===== src/verilog/nand_host_pkg.sv =====
`default_nettype none
package nand_host_pkg;
  localparam logic [7:0] OP_READ_A = 8'h00;
  localparam logic [7:0] OP_READ_B = 8'h01;
  localparam logic [7:0] OP_READ_C = 8'h50;
  localparam logic [7:0] OP_CB_MP = 8'h03;
  localparam logic [7:0] OP_READ_ID = 8'h90;
  localparam logic [7:0] OP_RESET = 8'hFF;
  localparam logic [7:0] OP_STATUS = 8'h70;
  localparam logic [7:0] OP_STATUS_MP = 8'h71;
  localparam logic [7:0] OP_PROG = 8'h80;
  localparam logic [7:0] OP_CONFIRM = 8'h10;
  localparam logic [7:0] OP_CONFIRM_MP = 8'h11;
  localparam logic [7:0] OP_CB_TARGET = 8'h8A;
  localparam logic [7:0] OP_ERASE = 8'h60;
  localparam logic [7:0] OP_ERASE_GO = 8'hD0;
  localparam int ADDR_W = 27;
  localparam int PAGE_BYTES = 528;
  // Strobe phase timing in 10 ns cycles
  localparam int STROBE_NS = 30;
  localparam int CLK_NS = 10;
  localparam logic [3:0] STROBE_CYC = 4'((STROBE_NS + CLK_NS - 1) / CLK_NS);
  localparam logic [1:0] SYNC_RESET = 2'h3;
  // Byte kinds on the link
  typedef enum logic [1:0] {K_CMD = 2'h0, K_ADDR = 2'h1, K_DATA = 2'h2, K_READ = 2'h3} kind_e;
  // One step of a sequence as asked by the user side
  typedef struct packed {
    kind_e kind;
    logic [7:0] byte_val;
  } step_s;
  // Pin bundle towards the flash
  typedef struct packed {
    logic ce_n;
    logic cle;
    logic ale;
    logic we_n;
    logic read_strobe_n;
    logic wp_n;
  } pins_s;
endpackage
`default_nettype wire


===== src/verilog/nand_host_ctrl.sv =====
`timescale 1ns/1ps
`default_nettype none
// Host sequencer: turns user operations into command/address/data byte cycles
module nand_host_ctrl #(
  parameter int ADDR_W = nand_host_pkg::ADDR_W,
  parameter int PAGE_BYTES = nand_host_pkg::PAGE_BYTES
) (
  // Clock and reset
  input wire logic sys_clk,
  input wire logic rst_b,
  input wire logic clk_en,
  // Operation request
  input wire logic op_valid,
  input wire logic [2:0] op_code,
  input wire logic [ADDR_W-1:0] op_addr,
  input wire logic op_multi,
  input wire logic op_last,
  input wire logic [9:0] op_len,
  output logic op_ready,
  output logic op_done,
  // Write data stream
  input wire logic [7:0] wr_data,
  input wire logic wr_valid,
  output logic wr_take,
  // Read data stream
  output logic [7:0] rd_data,
  output logic rd_valid,
  // Protection
  input wire logic wp_req_n,
  // Flash pins
  output logic ce_n,
  output logic cle,
  output logic ale,
  output logic we_n,
  output logic read_strobe_n,
  output logic wp_n,
  output logic [7:0] io_out,
  output logic io_oe,
  input wire logic [7:0] io_in,
  input wire logic ready_busy
);
  // Operation codes on op_code
  localparam logic [2:0] OPC_READ = 3'h0;
  localparam logic [2:0] OPC_PROG = 3'h1;
  localparam logic [2:0] OPC_ERASE = 3'h2;
  localparam logic [2:0] OPC_COPY = 3'h3;
  localparam logic [2:0] OPC_STATUS = 3'h4;
  localparam logic [2:0] OPC_RESET = 3'h5;
  localparam logic [2:0] OPC_ID = 3'h6;
  localparam logic [2:0] OPC_SPARE = 3'h7;

  typedef enum logic [2:0] {
    S_IDLE = 3'b000, S_CMD = 3'b001, S_ADDR = 3'b011, S_DATA = 3'b010,
    S_CONF = 3'b110, S_WAIT = 3'b111, S_CB2 = 3'b101, S_END = 3'b100
  } state_e;

  state_e st_q, st_d;
  logic [2:0] opc_q, opc_d;
  logic [ADDR_W-1:0] addr_q, addr_d;
  logic multi_q, multi_d, last_q, last_d;
  logic [9:0] len_q, len_d;
  logic [2:0] acyc_q, acyc_d;
  logic go;
  nand_host_pkg::step_s step;
  logic done;
  logic [7:0] rd_byte;
  logic [1:0] rb_sync_q;
  logic op_ready_d, op_done_d, wr_take_d, rd_valid_d, ce_d;
  logic [7:0] rd_data_d;
  logic [7:0] cmd1, abyte;
  logic [2:0] nacyc, first_acyc;
  logic is_read;

  // Ready/busy is a pin from another domain
  always_ff @(posedge sys_clk or negedge rst_b) begin
    if (!rst_b) rb_sync_q <= nand_host_pkg::SYNC_RESET;
    else if (clk_en) rb_sync_q <= {rb_sync_q[0], ready_busy};
  end

  // First opcode; A8 picks the page half for main reads
  always_comb begin
    is_read = 1'b0;
    case (opc_q)
      OPC_READ: begin
        cmd1 = addr_q[8] ? nand_host_pkg::OP_READ_B : nand_host_pkg::OP_READ_A;
        is_read = 1'b1;
      end
      OPC_SPARE: begin
        cmd1 = nand_host_pkg::OP_READ_C;
        is_read = 1'b1;
      end
      OPC_ID: begin
        cmd1 = nand_host_pkg::OP_READ_ID;
        is_read = 1'b1;
      end
      OPC_PROG: cmd1 = nand_host_pkg::OP_PROG;
      OPC_ERASE: cmd1 = nand_host_pkg::OP_ERASE;
      OPC_COPY: cmd1 = multi_q ? nand_host_pkg::OP_CB_MP : nand_host_pkg::OP_READ_A;
      OPC_STATUS: begin
        cmd1 = multi_q ? nand_host_pkg::OP_STATUS_MP : nand_host_pkg::OP_STATUS;
        is_read = 1'b1;
      end
      default: cmd1 = nand_host_pkg::OP_RESET;
    endcase
  end

  // Address cycle count and byte; erase skips the column cycle
  always_comb begin
    nacyc = 3'h4;
    first_acyc = 3'h0;
    if (opc_q == OPC_ERASE) first_acyc = 3'h1;
    if (opc_q == OPC_ID) nacyc = 3'h1;
    case (acyc_q)
      3'h0: abyte = addr_q[7:0];
      3'h1: abyte = addr_q[16:9];
      3'h2: abyte = addr_q[24:17];
      default: abyte = {6'h00, addr_q[26:25]};
    endcase
    if (opc_q == OPC_ID) abyte = 8'h00;
  end

  // Sequencer
  always_comb begin
    st_d = st_q;
    opc_d = opc_q;
    addr_d = addr_q;
    multi_d = multi_q;
    last_d = last_q;
    len_d = len_q;
    acyc_d = acyc_q;
    go = 1'b0;
    step = '0;
    op_ready_d = 1'b0;
    op_done_d = 1'b0;
    wr_take_d = 1'b0;
    rd_valid_d = 1'b0;
    rd_data_d = rd_data;
    ce_d = ce_n;
    case (st_q)
      S_IDLE: begin
        op_ready_d = 1'b1;
        ce_d = 1'b1;
        // Busy device takes only reset and status
        if (op_valid && op_ready && (rb_sync_q[1] || op_code == OPC_STATUS
            || op_code == OPC_RESET)) begin
          opc_d = op_code;
          addr_d = op_addr;
          multi_d = op_multi;
          last_d = op_last;
          len_d = op_len;
          op_ready_d = 1'b0;
          ce_d = 1'b0;
          st_d = S_CMD;
        end
      end
      S_CMD: begin
        go = 1'b1;
        step = '{kind: nand_host_pkg::K_CMD, byte_val: cmd1};
        acyc_d = first_acyc;
        if (done) begin
          if (opc_q == OPC_STATUS) st_d = S_DATA;
          else if (opc_q == OPC_RESET) st_d = S_WAIT;
          else st_d = S_ADDR;
        end
      end
      S_ADDR: begin
        go = 1'b1;
        step = '{kind: nand_host_pkg::K_ADDR, byte_val: abyte};
        if (done) begin
          acyc_d = acyc_q + 3'h1;
          if (acyc_q + 3'h1 == nacyc) begin
            // Copy source load makes the device busy; wait before the target phase
            if (opc_q == OPC_ERASE || (opc_q == OPC_COPY && len_q == 10'h3FF)) st_d = S_CONF;
            else if ((is_read && opc_q != OPC_ID) || opc_q == OPC_COPY) st_d = S_WAIT;
            else st_d = S_DATA;
          end
        end
      end
      S_WAIT: begin
        // Wait long enough for the synced busy low, then for its return high
        go = 1'b0;
        if (rb_sync_q[1] && !done && acyc_q == 3'h7) begin
          if (is_read) st_d = S_DATA;
          else if (opc_q == OPC_COPY && st_q == S_WAIT && len_q == 10'h3FF) st_d = S_END;
          else st_d = S_END;
        end
        acyc_d = (acyc_q == 3'h7) ? acyc_q : acyc_q + 3'h1;
        if (opc_q == OPC_COPY && rb_sync_q[1] && acyc_q == 3'h7 && len_q != 10'h3FF)
          st_d = S_CB2;
      end
      S_DATA: begin
        if (len_q == 10'h000) begin
          st_d = (opc_q == OPC_PROG) ? S_CONF : S_END;
        end else if (is_read) begin
          go = 1'b1;
          step = '{kind: nand_host_pkg::K_READ, byte_val: 8'h00};
          if (done) begin
            rd_valid_d = 1'b1;
            rd_data_d = rd_byte;
            len_d = len_q - 10'h001;
          end
        end else if (wr_valid) begin
          // Stalls the page fill while the source has nothing
          go = 1'b1;
          step = '{kind: nand_host_pkg::K_DATA, byte_val: wr_data};
          if (done) begin
            wr_take_d = 1'b1;
            len_d = len_q - 10'h001;
          end
        end
      end
      S_CONF: begin
        go = 1'b1;
        step.kind = nand_host_pkg::K_CMD;
        if (opc_q == OPC_ERASE) step.byte_val = nand_host_pkg::OP_ERASE_GO;
        else if (opc_q == OPC_COPY && len_q != 10'h3FF)
          step.byte_val = nand_host_pkg::OP_CB_TARGET;
        else step.byte_val = last_q ? nand_host_pkg::OP_CONFIRM
                                    : nand_host_pkg::OP_CONFIRM_MP;
        if (done) begin
          acyc_d = 3'h0;
          if (opc_q == OPC_COPY && len_q != 10'h3FF) begin
            len_d = 10'h3FF;
            st_d = S_ADDR;
          end else st_d = S_WAIT;
        end
      end
      S_CB2: begin
        // Copy-back target phase; the page never crosses the bus
        addr_d = op_addr;
        len_d = 10'h001;
        acyc_d = 3'h0;
        st_d = S_CONF;
      end
      S_END: begin
        op_done_d = 1'b1;
        ce_d = 1'b1;
        st_d = S_IDLE;
      end
      default: st_d = S_IDLE;
    endcase
  end

  always_ff @(posedge sys_clk or negedge rst_b) begin
    if (!rst_b) begin
      st_q <= S_IDLE;
      opc_q <= 3'h0;
      addr_q <= '0;
      multi_q <= 1'b0;
      last_q <= 1'b1;
      len_q <= 10'h000;
      acyc_q <= 3'h0;
      op_ready <= 1'b0;
      op_done <= 1'b0;
      wr_take <= 1'b0;
      rd_valid <= 1'b0;
      rd_data <= 8'h00;
      ce_n <= 1'b1;
      wp_n <= 1'b0;
    end else if (clk_en) begin
      st_q <= st_d;
      opc_q <= opc_d;
      addr_q <= addr_d;
      multi_q <= multi_d;
      last_q <= last_d;
      len_q <= len_d;
      acyc_q <= acyc_d;
      op_ready <= op_ready_d;
      op_done <= op_done_d;
      wr_take <= wr_take_d;
      rd_valid <= rd_valid_d;
      rd_data <= rd_data_d;
      ce_n <= ce_d;
      wp_n <= wp_req_n;
    end
  end

  nand_step_engine u_step (
    .sys_clk(sys_clk),
    .rst_b(rst_b),
    .clk_en(clk_en),
    .go(go),
    .step(step),
    .done(done),
    .rd_byte(rd_byte),
    .cle(cle),
    .ale(ale),
    .we_n(we_n),
    .read_strobe_n(read_strobe_n),
    .io_out(io_out),
    .io_oe(io_oe),
    .io_in(io_in)
  );
endmodule // nand_host_ctrl
`default_nettype wire


===== src/verilog/nand_step_engine.sv =====
`timescale 1ns/1ps
`default_nettype none
// Drives one byte cycle on the pins: write strobe or read strobe
module nand_step_engine (
  // Clock and reset
  input wire logic sys_clk,
  input wire logic rst_b,
  input wire logic clk_en,
  // Step request
  input wire logic go,
  input wire nand_host_pkg::step_s step,
  output logic done,
  output logic [7:0] rd_byte,
  // Pins
  output logic cle,
  output logic ale,
  output logic we_n,
  output logic read_strobe_n,
  output logic [7:0] io_out,
  output logic io_oe,
  input wire logic [7:0] io_in
);
  logic [3:0] cnt_q, cnt_d;
  logic act_q, act_d;
  logic strobe_lo_q, strobe_lo_d;
  logic done_d;
  logic [7:0] rd_d;
  logic cle_d, ale_d, we_d, re_d, oe_d;
  logic [7:0] io_d;
  logic [7:0] io_meta_q, io_sync_q;
  nand_host_pkg::step_s st_q, st_d;

  // Read bytes come from the pins; two flops before any logic sees them
  always_ff @(posedge sys_clk or negedge rst_b) begin
    if (!rst_b) begin
      io_meta_q <= 8'h00;
      io_sync_q <= 8'h00;
    end else if (clk_en) begin
      io_meta_q <= io_in;
      io_sync_q <= io_meta_q;
    end
  end

  // Low phase then high phase, each STROBE_CYC long
  always_comb begin
    cnt_d = cnt_q;
    act_d = act_q;
    strobe_lo_d = strobe_lo_q;
    st_d = st_q;
    done_d = 1'b0;
    rd_d = rd_byte;
    cle_d = cle;
    ale_d = ale;
    we_d = 1'b1;
    re_d = 1'b1;
    oe_d = io_oe;
    io_d = io_out;
    // No start in the done cycle, or the caller's old step would go out twice
    if (!act_q && !done && go) begin
      act_d = 1'b1;
      st_d = step;
      strobe_lo_d = 1'b1;
      cnt_d = nand_host_pkg::STROBE_CYC;
      cle_d = (step.kind == nand_host_pkg::K_CMD);
      ale_d = (step.kind == nand_host_pkg::K_ADDR);
      oe_d = (step.kind != nand_host_pkg::K_READ);
      io_d = step.byte_val;
      we_d = (step.kind == nand_host_pkg::K_READ);
      re_d = (step.kind != nand_host_pkg::K_READ);
    end else if (act_q) begin
      cnt_d = cnt_q - 4'h1;
      if (strobe_lo_q) begin
        we_d = (st_q.kind == nand_host_pkg::K_READ);
        re_d = (st_q.kind != nand_host_pkg::K_READ);
        if (cnt_q == 4'h1) begin
          // Sample before raising the strobe; the synchroniser needs three low cycles
          if (st_q.kind == nand_host_pkg::K_READ) rd_d = io_sync_q;
          we_d = 1'b1;
          re_d = 1'b1;
          strobe_lo_d = 1'b0;
          cnt_d = nand_host_pkg::STROBE_CYC;
        end
      end else if (cnt_q == 4'h1) begin
        act_d = 1'b0;
        done_d = 1'b1;
        cle_d = 1'b0;
        ale_d = 1'b0;
      end
    end
  end

  // Registers only
  always_ff @(posedge sys_clk or negedge rst_b) begin
    if (!rst_b) begin
      cnt_q <= 4'h0;
      act_q <= 1'b0;
      strobe_lo_q <= 1'b0;
      st_q <= '0;
      done <= 1'b0;
      rd_byte <= 8'h00;
      cle <= 1'b0;
      ale <= 1'b0;
      we_n <= 1'b1;
      read_strobe_n <= 1'b1;
      io_oe <= 1'b0;
      io_out <= 8'h00;
    end else if (clk_en) begin
      cnt_q <= cnt_d;
      act_q <= act_d;
      strobe_lo_q <= strobe_lo_d;
      st_q <= st_d;
      done <= done_d;
      rd_byte <= rd_d;
      cle <= cle_d;
      ale <= ale_d;
      we_n <= we_d;
      read_strobe_n <= re_d;
      io_oe <= oe_d;
      io_out <= io_d;
    end
  end
endmodule // nand_step_engine
`default_nettype wire

===== config.mk =====
export PLATFORM = sky130hd
export DESIGN_NAME = nand_host_ctrl
export DESIGN_NICKNAME = d
export VERILOG_FILES = /design/src/verilog/nand_host_pkg.sv /design/src/verilog/nand_host_ctrl.sv /design/src/verilog/nand_step_engine.sv
export SDC_FILE = /design/constraint.sdc
export NUM_CORES = 1
export LEC_CHECK = 0
export ABC_AREA = 1
export BUFFER_PORTS_ARGS = -buffer_cell sky130_fd_sc_hd__buf_4
export CORE_ASPECT_RATIO = 1.4
export CORE_MARGIN = 5
export CORE_UTILIZATION = 57
export DETAILED_ROUTE_END_ITERATION = 10
export PLACE_DENSITY_LB_ADDON = 0.3
export SYNTH_ARGS = -nofsm -noshare
export SYNTH_HDL_FRONTEND = slang
export SYNTH_HIERARCHICAL = 1
export SYNTH_SLANG_ARGS = --single-unit

===== constraint.sdc =====
create_clock -name sys_clk -period 2.84 [get_ports sys_clk]
set_input_delay 0.568 -clock sys_clk [delete_from_list [all_inputs] [get_ports sys_clk]]
set_output_delay 0.568 -clock sys_clk [all_outputs]
set_load 0.02 [all_outputs]

* Word level (Yosys, flattened, before mapping)
Cells that the tools add are included.
** Storage, ports and cells
- Latch bits :: 0
- RAM bits :: 0
- Input bits :: 65
- Memories kept :: 0
- ROM bits :: 0
- Logic and storage cells :: 207
- Register bits after elaboration :: 110
** Cells by class
- Equality and inequality tests :: 41
- Multiply operators :: 0
- Shift operators :: 0
- Muxes and demuxes :: 90
- Magnitude comparators :: 0
- Reductions and logical operators :: 42
- Bitwise operators :: 2
- Divide/modulo/power cells :: 0
- Add/sub/neg operators :: 3
** Operator list (number)
- 10-bit 2-to-1 mux :: 10
- 10-bit one-hot mux with 4 select lines :: 2
- 8-bit one-hot mux with 7 select lines :: 1
- 3-bit 2-to-1 mux :: 18
- 27-bit one-hot mux with 2 select lines :: 1
- 1-bit 2-to-1 mux :: 43
- 3-bit == test, second input constant :: 11
- 27-bit 2-to-1 mux :: 1
- 8-bit 2-to-1 mux :: 3
- 3-bit one-hot mux with 8 select lines :: 1
- 8-bit one-hot mux with 3 select lines :: 1
- 2-bit inequality test, second input constant :: 9
- 4-bit 2-to-1 mux :: 4
- 3-bit by 2-bit == test with 1-bit output, second input constant :: 5
- 3-bit one-hot mux with 5 select lines :: 1
- 1-bit logical AND :: 12
- 10-bit == test, second input constant :: 1
- 10-bit zero test :: 1
- 10-bit inequality test, second input constant :: 1
- 5-bit AND reduction :: 2
- 10-bit by 1-bit subtractor with 10-bit output, second input constant :: 1
- 3-bit by 1-bit == test with 1-bit output, second input constant :: 3
- 3-bit zero test :: 3
- 8-bit AND reduction :: 1
- 25 further kinds :: 42

* Logic depth before layout (Yosys ltp)
- Depth after elaboration :: 10
- Gate-level depth with buffers :: 13
- Depth with buffers taken out :: 13

* By module
Netlist, hierarchy kept.
** By module, submodules not included
- nand_host_ctrl :: times used 1, area each 3871.2 sq um, cells each 558
- nand_step_engine :: times used 1, area each 2004.4 sq um, cells each 230

* Worst setup path before layout
No wires, ideal clock.
- Kind :: register to register
- From :: reg len_q[0]
- To :: reg u_step.rd_byte[0]
- Required time :: 2.723 ns
- Buffers on the path :: 0
- Slack :: 0.861 ns
- Library setup time :: 0.117 ns
- Stages on the path, launching flop included :: 12
- Data arrival time :: 1.863 ns
- Cell sequence :: dfrtp_1 inv_1 ha_1 nand3_1 nor2_2 nand2_1 nand3_1 nand4_1 a21oi_4 nand2_4 nand2_1 nand2_1
** On the way
- Longest elaborated chain between the ends :: 6
** Ends and longest elaborated chain
- start: declaration :: line nand_host_ctrl.sv:61 : logic [9:0] len_q, len_d;
- start signal: assignment :: line nand_host_ctrl.sv:266 : len_q <= len_d;
- 10-bit zero test :: line nand_host_ctrl.sv:192 : if (len_q == 10'h000) begin
- 1-bit 2-to-1 mux :: line nand_host_ctrl.sv:192
- 1-bit one-hot mux with 2 select lines :: line nand_host_ctrl.sv:139 : case (st_q)
- via go :: line nand_host_ctrl.sv:63 : logic go;
- 1-bit logical AND :: line nand_step_engine.sv:59 : if (!act_q && !done && go) begin
- 1-bit inverter (no line)
- 6-bit AND reduction (no line)
- end signal: assignment :: line nand_step_engine.sv:113 : rd_byte <= rd_d;
- end: declaration :: line nand_step_engine.sv:13 : output logic [7:0] rd_byte,
The timed path passes the listed nets, and every way through them passes these cells.
A chain may end at the register's enable or synchronous reset.

* Final worst setup path
- From :: reg len_q[0]
- To :: reg u_step.cnt_q[1]
** On the way
- Longest elaborated chain between the ends :: 6
- Elaborated cells between the ends (all ways) :: 7
- Classes of those cells :: 3 x mux; 4 x reduce/logical
** Ends and longest elaborated chain
- 10-bit zero test (*) :: line nand_host_ctrl.sv:192
- 1-bit 2-to-1 mux (*) :: line nand_host_ctrl.sv:192
- 1-bit one-hot mux with 2 select lines (*) :: line nand_host_ctrl.sv:139
- via go :: line nand_host_ctrl.sv:63
- 1-bit logical AND (*) :: line nand_step_engine.sv:59
- 2-bit nonzero test (no line)
- 2-bit AND reduction (no line)
- end signal: assignment :: line nand_step_engine.sv:108 : cnt_q <= cnt_d;
- end: declaration :: line nand_step_engine.sv:23 : logic [3:0] cnt_q, cnt_d;
The timed path passes the listed nets; every way through them passes the cells marked *.

==> flow_summary.toml <==
[clocking]
cts-root-buf = "clkbuf_16"
ctsHtreeMaxLevel = 3
clk_latency_ps = 350
cts_tree = "yes"
clockBufferDepth = 2
post_cts_resized = 0
numCtsBuffers = 9
clkSlewWorstSetupHoldPaths_ps = 80
hold_buffers = 0
cts.sinks = 110
cts_setup_buffers = 0

[power_and_ir_drop]
switchingPower_w = 0.00306
power_leakage_nw = 3.84
peakVddDrop_uv = 501
sw_frac_of_total_pct = 44.6
p_comb_share_pct = 43.8
power.density_nw_per_um2 = 979
seq_power_share_pct = 36.5
p_clk_share_pct = 19.7
p_int_w = 0.00381

[sta]
finalSetupViolations = 0
maxSlewHeadroom_pct = 44.6
fin_crit_sh_pct = 85.2
fmax_mhz = 413
rsz0062_at_grt = "false"
skew_ps = 6.85
fin_crit_ps = 2420
fin_tns_setup_ps = 0
hold_viol_final = 0
setup_slack_ps = 421
tightest_slew_ps = 832
slew_violations = 0

[placed_design]
place_congestion = 0.902
place_ws_ps = 481
place_hpwl_um = 11500
portBuffers = 91

[yosys]
syn_area_um2 = 5880
syn_nets = 862
synth.top_cell.area_share_pct = 44.3
synthDistinctLibCells = 36
ys_seq_elements = 110
yosysMostFrequentCell = "nand2_1"
yosys-top-cells-area = "dfrtp_1, nand2_1, nand3_1"
yosysTopAreaCell = "dfrtp_1"
synth_common_cells = "nand2_1, dfrtp_1, nand3_1"
async_flop_share_pct = 100
synth_edf_count = 0
synthFlopType = "dfrtp_1"
yosys_warnings = 6
synth-seq-area-share_pct = 47.0
synth_area_per_cell_um2 = 7.46
syn_inst = 788

[global_route]
grt_usage_pct = 26.2
grt_start_max_net_pins = 66
grt_pass1_vias = 5512
antenna_found_initial = 0
grt_pass1_wl_um = 25600
grt_overflow = 0

[finish]
antenna_cells = 0
seq_area_um2 = 2760
layout-drive-gt1-share_pct = 19.0
nFillCells = 916
area_growth_pct = 19.4
num-nets-final = 952
multi_input_area_um2 = 2740

[detailed_routing]
wl_per_cell_um = 15.0
viasPerCell = 5.38
wirelength_um = 15300
dr.pass1.iters = 5
drt-initial-drc-count = 331
via_count = 5496
drc = 0
antenna_left = 0

[floorplan]
fp.dieH_um = 130
die_w_um = 95.8
fp.coreArea_um2 = 10200
dieArea_um2 = 12500
placementRows = 44
io_pins = 92
initial_utilization_pct = 57.4

[min_path]
hold_path.class = "in -> async"

[worst_setup_path]
reg2reg_slack_ps = 420
r2r_end = "u_step/cnt_q[1]$_DFFE_PN0P_"
critPathCaptureType = "register"
r2r_start = "len_q[0]$_DFFE_PN0P_"
reg2reg_depth = 11
worstSetupPathType = "reg -> reg"
worst_ep_required_time_ps = 3070
worstPathMaxFanout = 20
cp-start-kind = "register"
arrival_ps = 2650

[flow_run]
cap_viol_max_count = 0

[outcome]
status = "completed"
[registers in the layout, indices dropped and copies added (netlist names), 2 cells and up]
| name | count |
|---|---|
| len_q | 10 |
| u_step/io_out | 8 |
| st_q | 3 |
| u_step/st_q | 2 |
| opc_q | 3 |
| u_step/io_sync_q | 8 |
| u_step/rd_byte | 8 |
| rd_data | 8 |
| acyc_q | 3 |
| u_step/cnt_q | 4 |
| u_step/io_meta_q | 8 |
| rb_sync_q | 2 |
| addr_q | 27 |
[area by class of cell]
cell class	instances	share of cell area (%)
Inverter	71	3.87
Clock inverter	5	1.07
Sequential cell	110	39.4
Tap cell	138	2.46
Timing Repair Buffer	98	10.7
Clock buffer	11	3.46
Multi-Input combinational cell	588	39.1
[power by group through the flow]
| stage | Sequential (W) | Combinational [W] | Clock, W |
|---|---|---|---|
| after floorplan | 0.00250 | 0.00210 | 0 |
| after global placement | 0.00250 | 0.00289 | 0 |
| after detailed placement | 0.00252 | 0.00299 | 0 |
| after CTS | 0.00250 | 0.00300 | 0.00137 |
| after global routing | 0.00256 | 0.00339 | 0.00142 |
| final | 0.00251 | 0.00301 | 0.00135 |
[how the worst max path moves through the flow]
stage / start / end / slack (ps) / depth (start not counted)
after floorplan: len_q[0]$_DFFE_PN0P_ / u_step/rd_byte[0]$_DFFE_PN0P_ / 860 / 11
after global placement: len_q[0]$_DFFE_PN0P_ / u_step/io_oe$_DFFE_PN0P_ / 580 / 11
after detailed placement: len_q[0]$_DFFE_PN0P_ / u_step/cnt_q[1]$_DFFE_PN0P_ / 480 / 11
after CTS: len_q[0]$_DFFE_PN0P_ / u_step/cnt_q[1]$_DFFE_PN0P_ / 440 / 11
after global routing: len_q[0]$_DFFE_PN0P_ / u_step/io_oe$_DFFE_PN0P_ / 170 / 11
final: len_q[0]$_DFFE_PN0P_ / u_step/cnt_q[1]$_DFFE_PN0P_ / 420 / 11
[per-stage QoR]
step                power, W  area [um^2]  hold WS (ps)  utilization (%)  instances
floorplan            0.00460         5880           272                -        788
global placement     0.00540         6700           453             65.4       1005
detailed placement   0.00550         6700           456             65.4       1005
CTS                  0.00687         7010           340             68.5       1021
global route         0.00738         7010           397             68.5       1021
finish               0.00687         7010           318             68.5       1021
[logic make-up (layout without fill, tap and decap cells)]
family	Yosys count	in the layout	share of synthesized area, %
simple gates	516	516	38.8
flops	110	110	47.0
buf+inv	90	185	6.35
compound gates	63	63	5.98
fa+ha+maj	9	9	1.92
[routing by layer]
metal  wire, um  vias up  share of wire [%]  global-route usage [%]
li1           -     2691                  -                       -
met1       6030     2573                 39                    31.1
met2       8000      194                 52                    46.2
met3        764       38                5.0                    3.86
met4        497        0                3.3                    12.4
met5          0        -                  0                       0
[layout by cell type, fill, tap and decap left out, types with 2 or more instances in the layout]
cell type,count
dfrtp_1,104
inv_1,57
buf_4,97
nor2_1,37
o211ai_1,3
dfstp_2,6
clkbuf_16,9
nand2_4,3
nand3_1,93
nand2_1,336
nor3_1,5
nor3_4,2
o21ai_1,4
inv_6,2
ha_1,9
nand3_2,3
nand4_1,12
nand2_2,5
a21oi_1,14
nor2_2,10
nor2_4,4
o21ai_0,35
nor2_8,2
inv_2,12
inv_4,2
or2_2,2
[worst max-delay path, stage by stage (launching register included)]
cell and delay, ps:
dfrtp_1 420, inv_1 90, ha_1 190, nand3_1 150, nor2_2 170, nand2_1 140, nand3_1 130, nand4_1 260
nand3_2 420, nand2_2 140, nand2_1 90, o21ai_1 70
Power figures use the tool's default switching activity.
